===== src/hw/gcc_pkg.sv =====
// package of constants for the general converter control block
package gcc_pkg;
  // register offsets (byte addresses, one word each)
  localparam logic [3:0] GCC_OFF_CTRL   = 4'h0;
  localparam logic [3:0] GCC_OFF_CTRL2  = 4'h4;
  localparam logic [3:0] GCC_OFF_OFFSET = 4'h8;
  localparam logic [3:0] GCC_OFF_RESULT = 4'hC;
  // control word field positions
  localparam int GCC_B_REG_EN   = 0;
  localparam int GCC_B_CONV_EN  = 1;
  localparam int GCC_B_START    = 2;
  localparam int GCC_B_CHOP     = 3;
  localparam int GCC_B_MUTE     = 4;
  localparam int GCC_B_SIGN     = 5;
  localparam int GCC_B_SE       = 6;
  // control word two field positions
  localparam int GCC_B_CLOAD    = 0;
  localparam int GCC_B_SLOAD    = 1;
  localparam int GCC_B_ATTN3    = 2;
  // offset word field positions
  localparam int GCC_F_OFFP_LSB = 0;
  localparam int GCC_F_OFFN_LSB = 16;
  // reset values
  localparam logic [9:0] GCC_OFFSET_RST = 10'h200;
  localparam logic [9:0] GCC_RESULT_RST = 10'h000;
  // timing: conversion phase of one 16 MHz period at 200 MHz
  localparam int GCC_CLK_MHZ      = 200;
  localparam int GCC_CONV_REF_MHZ = 16;
  localparam int GCC_CONV_CYCLES  = GCC_CLK_MHZ / GCC_CONV_REF_MHZ;
  typedef enum logic [0:0] {GCC_SAMPLE, GCC_CONVERT} gcc_phase_t;
endpackage


===== src/hw/gcc_ctrl.sv =====
// general converter conversion control with register port
`timescale 1ns/1ps
// Notes on behaviour
// - enabled converter tracks input while idle
// - writing start together with the enable bit ends sampling, begins converting
// - finished conversion clears start, resumes sampling
// - conversion phase lasts one 16 MHz period
// - constant load follows its control bit
// - sampling load only during sampling phase
// - chop bit enables two-polarity chopping
// - natural zero point is mid-scale
// - attenuate bit triples single-ended zero point
// - mute ties converter input to mid-scale
// - sign inverts converter input and output
// - offset values shift zero or full scale
// - select bit chooses single-ended or differential
module gcc_ctrl
  import gcc_pkg::*;
#(
  parameter int CONV_CYCLES = GCC_CONV_CYCLES
)
(
  input  wire logic        MCLK,
  input  wire logic        NRST,
  input  wire logic [3:0]  ADDR,
  input  wire logic [31:0] WDATA,
  input  wire logic        WR,
  input  wire logic        RD,
  output logic      [31:0] RDATA,
  output logic             REG_ENABLE,
  output logic             TRACK,
  output logic             CONVERT,
  output logic             CONST_LOAD,
  output logic             SAMPLE_LOAD,
  output logic             CHOP,
  output logic             MUTE,
  output logic             SIGN_INV,
  output logic             SINGLE_ENDED,
  output logic             ATTEN3,
  output logic      [9:0]  OFFSET_POS,
  output logic      [9:0]  OFFSET_NEG,
  input  wire logic [9:0]  CORE_RESULT
);

  // ****************************************
  // reset release and input synchronisers
  // ****************************************
  logic       rst_s1_r;
  logic       rst_n;
  logic [9:0] res_s1_r;
  logic [9:0] res_s2_r;

  // release reset through two flops, assert asynchronously
  always_ff @(posedge MCLK or negedge NRST)
  begin
    if (!NRST)
    begin
      rst_s1_r <= 1'b0;
      rst_n    <= 1'b0;
    end
    else
    begin
      rst_s1_r <= 1'b1;
      rst_n    <= rst_s1_r;
    end
  end

  // analog result crosses from the core; first flop read only by the second
  always_ff @(posedge MCLK or negedge rst_n)
  begin
    if (!rst_n)
    begin
      res_s1_r <= 10'h000;
      res_s2_r <= 10'h000;
    end
    else
    begin
      res_s1_r <= CORE_RESULT;
      res_s2_r <= res_s1_r;
    end
  end

  // ****************************************
  // control registers
  // ****************************************
  logic       reg_en_r;
  logic       conv_en_r;
  logic       start_r;
  logic       chop_r;
  logic       mute_r;
  logic       sign_r;
  logic       se_r;
  logic       cload_r;
  logic       sload_r;
  logic       attn3_r;
  logic [9:0] offp_r;
  logic [9:0] offn_r;
  logic [9:0] result_r;
  logic       wr_ctrl;
  logic       wr_ctrl2;
  logic       wr_off;
  logic       conv_done;

  // address decode for writes
  always_comb
  begin
    wr_ctrl  = 1'b0;
    wr_ctrl2 = 1'b0;
    wr_off   = 1'b0;
    if (WR && ADDR == GCC_OFF_CTRL)
      wr_ctrl = 1'b1;
    else if (WR && ADDR == GCC_OFF_CTRL2)
      wr_ctrl2 = 1'b1;
    else if (WR && ADDR == GCC_OFF_OFFSET)
      wr_off = 1'b1;
  end

  // mode bits of the control word; start is kept separately
  always_ff @(posedge MCLK or negedge rst_n)
  begin
    if (!rst_n)
    begin
      reg_en_r  <= 1'b0;
      conv_en_r <= 1'b0;
      chop_r    <= 1'b0;
      mute_r    <= 1'b0;
      sign_r    <= 1'b0;
      se_r      <= 1'b0;
    end
    else if (wr_ctrl)
    begin
      reg_en_r  <= WDATA[GCC_B_REG_EN];
      conv_en_r <= WDATA[GCC_B_CONV_EN];
      chop_r    <= WDATA[GCC_B_CHOP];
      mute_r    <= WDATA[GCC_B_MUTE];
      sign_r    <= WDATA[GCC_B_SIGN];
      se_r      <= WDATA[GCC_B_SE];
    end
  end

  // load and scale bits of control word two
  always_ff @(posedge MCLK or negedge rst_n)
  begin
    if (!rst_n)
    begin
      cload_r <= 1'b0;
      sload_r <= 1'b0;
      attn3_r <= 1'b0;
    end
    else if (wr_ctrl2)
    begin
      cload_r <= WDATA[GCC_B_CLOAD];
      sload_r <= WDATA[GCC_B_SLOAD];
      attn3_r <= WDATA[GCC_B_ATTN3];
    end
  end

  // offset pair; mid-scale reset keeps the zero point centred
  always_ff @(posedge MCLK or negedge rst_n)
  begin
    if (!rst_n)
    begin
      offp_r <= GCC_OFFSET_RST;
      offn_r <= GCC_OFFSET_RST;
    end
    else if (wr_off)
    begin
      offp_r <= WDATA[GCC_F_OFFP_LSB +: 10];
      offn_r <= WDATA[GCC_F_OFFN_LSB +: 10];
    end
  end

  // ****************************************
  // conversion sequencer
  // ****************************************
  gcc_phase_t phase_r;
  logic [7:0] conv_cnt_r;
  logic       start_req;

  // a start written without the enable bit in the same word never takes effect
  assign start_req = wr_ctrl && WDATA[GCC_B_START] && WDATA[GCC_B_CONV_EN];
  assign conv_done = (phase_r == GCC_CONVERT) && (conv_cnt_r == 8'(CONV_CYCLES - 1));

  // sampling until start, then a fixed conversion window
  always_ff @(posedge MCLK or negedge rst_n)
  begin
    if (!rst_n)
    begin
      phase_r    <= GCC_SAMPLE;
      conv_cnt_r <= 8'h00;
    end
    else
    begin
      case (phase_r)
        GCC_SAMPLE:
        begin
          conv_cnt_r <= 8'h00;
          if (start_req)
            phase_r <= GCC_CONVERT;
        end
        GCC_CONVERT:
        begin
          if (!conv_en_r)
            phase_r <= GCC_SAMPLE;      // disabling aborts, no result
          else if (conv_done)
            phase_r <= GCC_SAMPLE;
          else
            conv_cnt_r <= conv_cnt_r + 8'h01;
        end
        default:
          phase_r <= GCC_SAMPLE;
      endcase
    end
  end

  // start bit self-clears at completion; the done clear wins the cycle
  always_ff @(posedge MCLK or negedge rst_n)
  begin
    if (!rst_n)
      start_r <= 1'b0;
    else if (conv_done || (phase_r == GCC_CONVERT && !conv_en_r))
      start_r <= 1'b0;
    else if (start_req && phase_r == GCC_SAMPLE)
      start_r <= 1'b1;
  end

  // result captured together with the start clear
  always_ff @(posedge MCLK or negedge rst_n)
  begin
    if (!rst_n)
      result_r <= GCC_RESULT_RST;
    else if (conv_done && conv_en_r)
      result_r <= res_s2_r;
  end

  // ****************************************
  // register read port
  // ****************************************
  always_ff @(posedge MCLK or negedge rst_n)
  begin
    if (!rst_n)
      RDATA <= 32'h0000_0000;
    else if (!RD)
      RDATA <= 32'h0000_0000;
    else if (ADDR == GCC_OFF_CTRL)
      RDATA <= {25'h0, se_r, sign_r, mute_r, chop_r, start_r, conv_en_r, reg_en_r};
    else if (ADDR == GCC_OFF_CTRL2)
      RDATA <= {29'h0, attn3_r, sload_r, cload_r};
    else if (ADDR == GCC_OFF_OFFSET)
      RDATA <= {6'h0, offn_r, 6'h0, offp_r};
    else if (ADDR == GCC_OFF_RESULT)
      RDATA <= {22'h0, result_r};
    else
      RDATA <= 32'h0000_0000;           // unmapped reads zero
  end

  // ****************************************
  // analog controls
  // ****************************************
  assign REG_ENABLE   = reg_en_r;
  assign TRACK        = conv_en_r && (phase_r == GCC_SAMPLE);
  assign CONVERT      = (phase_r == GCC_CONVERT);
  assign CONST_LOAD   = cload_r;
  assign SAMPLE_LOAD  = sload_r && conv_en_r && (phase_r == GCC_SAMPLE);
  assign CHOP         = chop_r;
  assign MUTE         = mute_r;
  assign SIGN_INV     = sign_r;
  assign SINGLE_ENDED = se_r;
  assign ATTEN3       = attn3_r;
  assign OFFSET_POS   = offp_r;
  assign OFFSET_NEG   = offn_r;

  // ****************************************
  // checks
  // ****************************************
  logic [7:0] conv_len_r;

  // phase length as seen on the pin, kept apart from the sequencer count
  always_ff @(posedge MCLK or negedge rst_n)
  begin
    if (!rst_n)
      conv_len_r <= 8'h00;
    else if (CONVERT)
      conv_len_r <= conv_len_r + 8'h01;
    else
      conv_len_r <= 8'h00;
  end

  // an aborted conversion is shorter on purpose, so it is left out
  property p_start_len;
    @(posedge MCLK) disable iff (!rst_n)
    $fell(CONVERT) && $past(conv_en_r) |-> conv_len_r == 8'(CONV_CYCLES);
  endproperty
  a_start_len: assert property (p_start_len) else $error("conversion length wrong");

  property p_start_go;
    @(posedge MCLK) disable iff (!rst_n)
    start_req && !CONVERT |=> CONVERT && start_r;
  endproperty
  a_start_go: assert property (p_start_go) else $error("start not taken");

  property p_done_clear;
    @(posedge MCLK) disable iff (!rst_n)
    conv_done |=> !start_r && !CONVERT;
  endproperty
  a_done_clear: assert property (p_done_clear) else $error("start not cleared");

  property p_result;
    @(posedge MCLK) disable iff (!rst_n)
    conv_done && conv_en_r |=> result_r == $past(res_s2_r);
  endproperty
  a_result: assert property (p_result) else $error("result not updated");

  property p_ignore;
    @(posedge MCLK) disable iff (!rst_n)
    wr_ctrl && WDATA[GCC_B_START] && !WDATA[GCC_B_CONV_EN] && !CONVERT |=> !start_r;
  endproperty
  a_ignore: assert property (p_ignore) else $error("start taken while disabled");

  property p_track;
    @(posedge MCLK) disable iff (!rst_n)
    conv_en_r && !CONVERT |-> TRACK;
  endproperty
  a_track: assert property (p_track) else $error("not tracking");

  property p_sload;
    @(posedge MCLK) disable iff (!rst_n)
    CONVERT |-> !SAMPLE_LOAD;
  endproperty
  a_sload: assert property (p_sload) else $error("sampling load during conversion");

  property p_cload;
    @(posedge MCLK) disable iff (!rst_n)
    wr_ctrl2 |=> CONST_LOAD == $past(WDATA[GCC_B_CLOAD]);
  endproperty
  a_cload: assert property (p_cload) else $error("constant load wrong");

endmodule


===== config.mk =====
export PLATFORM = sky130hd
export DESIGN_NAME = gcc_ctrl
export DESIGN_NICKNAME = d
export VERILOG_FILES = /design/src/hw/gcc_pkg.sv /design/src/hw/gcc_ctrl.sv
export SDC_FILE = /design/constraint.sdc
export NUM_CORES = 1
export LEC_CHECK = 0
export BUFFER_PORTS_ARGS = -buffer_cell sky130_fd_sc_hd__buf_4
export CAP_MARGIN = 20
export CORE_MARGIN = 4
export CORE_UTILIZATION = 50
export DETAILED_ROUTE_END_ITERATION = 7
export PLACE_DENSITY = 0.79
export SYNTH_ARGS = -nofsm -noshare
export SYNTH_HDL_FRONTEND = slang
export SYNTH_SLANG_ARGS = --single-unit

===== constraint.sdc =====
create_clock -name MCLK -period 3.6 [get_ports MCLK]
set_input_delay 0.9 -clock MCLK [delete_from_list [all_inputs] [get_ports MCLK]]
set_output_delay 0.9 -clock MCLK [all_outputs]
set_load 0.05 [all_outputs]

==> results.yml <==
setup_path:
  r2r_end: "result_r[1]"
  cp.required_ns: 2.70
  cp_max_fo: 6
  end_kind: "primary output"
  critical_path_class: "reg -> out"
  startpoint_type: "flip-flop"
  cp.arrival_ns: 1.41
  r2r-start: "conv_cnt_r[0]"
  reg2reg_slack_ns: 1.85
  reg2reg_depth: 5
die:
  die_area_mm2: 0.00851
  rows: 30
  ios: 112
  die_w_um: 92.3
  initial_core_util: 0.520
  coreArea_mm2: 0.00683
  die_h_um: 92.3
clock_tree:
  numCtsBuffers: 9
  cts_hold_buffers: 0
  cts_buffer_depth: 2
  path_clk_slew_ns: 0.10
  htreeDepth: 3
  clk_latency_ns: 0.35
  postCtsSetupRepairBufs: 0
  cts-root-buf: "clkbuf_8"
  cts_resized: 0
  tritoncts: "done"
  cts_sinks: 91
pwr:
  leakage_nw: 2.22
  power.density_mw_per_mm2: 552
  ir_drop_mv: 0.296
logic_synthesis:
  synth_cell_types: 40
  yosysTopAreaCellShare: 0.627
  synthTopCellsByArea: "dfrtp_1 (63%), mux2_2 (9.2%), mux2_4 (4.2%)"
  synthCells: 249
  yosys_most_used_dff: "dfrtp_1"
  ys_ff_latch: 91
  ys_seq_area_frac: 0.642
  avgSynthCellArea_um2: 14.3
  postSynth.asyncResetShare: 1.00
  yosys_warnings: 0
  synth_edf_count: 0
  syn-cell-area_mm2: 0.00355
  yosysTopAreaCell: "dfrtp_1"
sta:
  timing.fmax_mhz: 432
  final.setup.tns_ns: 0
  drv_slew: 0
  fin_crit_sh: 0.643
  fin_worst_skew_ns: 0.0146
  worst_pin_slew_ns: 0.753
  finalSetupViolCount: 0
  max_slew_margin: 0.494
  period_needed_ns: 2.31
  final_hold_viol_count: 0
  rsz0062_at_grt: "no"
finish:
  layout-drive-gt1-share: 0.448
  final_util: 0.655
  fillerInstances: 535
  register_area_mm2: 0.00228
  nNetsFinal: 394
  area_growth_pct: 26.0
  diodes: 0
  final_cell_mix: "dfrtp_1 (88), buf_4 (88), mux2_2 (29)"
  multi_input_area_mm2: 0.00118
grt:
  grt_pass1_vias: 2221
  grt_max_degree: 90
  grt_pass1_wl_mm: 10.8
  overflow: 0
  antenna_found_initial: 0
  grt_usage: 0.162
placed_design:
  gp_congestion: 0.752
  hpwl_mm: 4.80
  io_buffer_count: 87
drt:
  drt-vias-per-instance: 4.91
  wl_per_cell_um: 15.0
  drt_wl_total_mm: 6.64
  first_pass_iters: 4
  vias: 2182
  ant_nets: 0
  first_iter_violations: 86
  drc: 0
hold_path:
  hold_class: "in -> async"
flow_run:
  maxCapViolations: 0
run_status:
  status: "finished clean"
## worst max path at each step
stage / startpoint / end / slack [ns] / cells after the start
global placement: ADDR[1] / OFFSET_POS[8] / 1.05 / 5
floorplan: CONVERT / SAMPLE_LOAD / 0.67 / 3
CTS: conv_en_r / SAMPLE_LOAD / 1.26 / 4
global route: conv_en_r / SAMPLE_LOAD / 1.16 / 4
detailed placement: ADDR[1] / OFFSET_POS[5] / 1.05 / 5
finish: conv_en_r / SAMPLE_LOAD / 1.29 / 4
## metrics by stage
stage	instances	hold slack (ns)	setup slack [ns]	power [mW]	instance area [um^2]
after floorplan	260	0.331	0.673	1.64	3590
after global placement	427	0.332	1.05	1.83	4260
after detailed placement	427	0.336	1.05	1.84	4260
after CTS	443	0.292	1.26	2.49	4450
after global routing	444	0.284	1.16	2.58	4470
final	444	0.301	1.29	2.47	4470
## synth_stat cells (2+ instances only)
cell	instances
a21oi_1	2
a22oi_1	4
a31oi_1	2
and2_1	19
and3_1	3
buf_2	4
buf_4	12
conb_1	2
dfrtp_1	89
dfstp_2	2
inv_1	4
mux2_2	29
mux2_4	10
mux2i_1	10
nand2_1	9
nand3_1	8
nor2_1	6
nor3_1	2
o211ai_1	2
o21ai_0	6
o22ai_1	3
o31ai_1	2
or3_1	2
## sequential cells by signal, indices dropped and copies added (netlist names), 8 cells and up
name and flops:
RDATA 20, res_s1_r 10, OFFSET_NEG 10, res_s2_r 10
OFFSET_POS 10, result_r 10, conv_cnt_r 8
## routing by layer
layer / GRT usage / vias up / share of wire
li1: - / 1033 / -
met1: 0.219 / 1058 / 0.45
met4: 0.0631 / 0 / 0.016
met5: 0 / - / 0
met2: 0.253 / 79 / 0.47
met3: 0.0369 / 12 / 0.064
## critical path, stage by stage (launching register included)
cell     delay (ns)
dfrtp_1        0.48
inv_1          0.14
nor2_1         0.13
and2_1         0.13
buf_4          0.19
## cell type report
cell class              count  share of cell area
clock buffers               9              0.0277
clock inverters             7              0.0151
inverters                   4             0.00336
multi-input cells         148               0.264
flip-flops and latches     91               0.510
well taps                  96              0.0269
repair buffers             89               0.152
## logic make-up (layout without fill, tap and decap cells)
kind of cell	count (synthesis)	count (layout)	synth area share
DFF	91	91	0.642
and+or+nand+nor	59	59	0.104
muxes	49	49	0.162
AOI/OAI and AO/OA	25	25	0.0465
buffers and inverters	21	109	0.0363
other	2	13	0.00212
adders and majority gates	1	1	0.00352
xor gates and xnor gates	1	1	0.00247
## where the power goes
part | total, mW | leakage [nW] | internal (mW) | switching, mW
clock | 0.653 | 0.0940 | 0.268 | 0.385
sequential | 1.20 | 1.16 | 1.12 | 0.0797
combinational | 0.617 | 0.960 | 0.204 | 0.413
(Power assumes the default switching activity.)
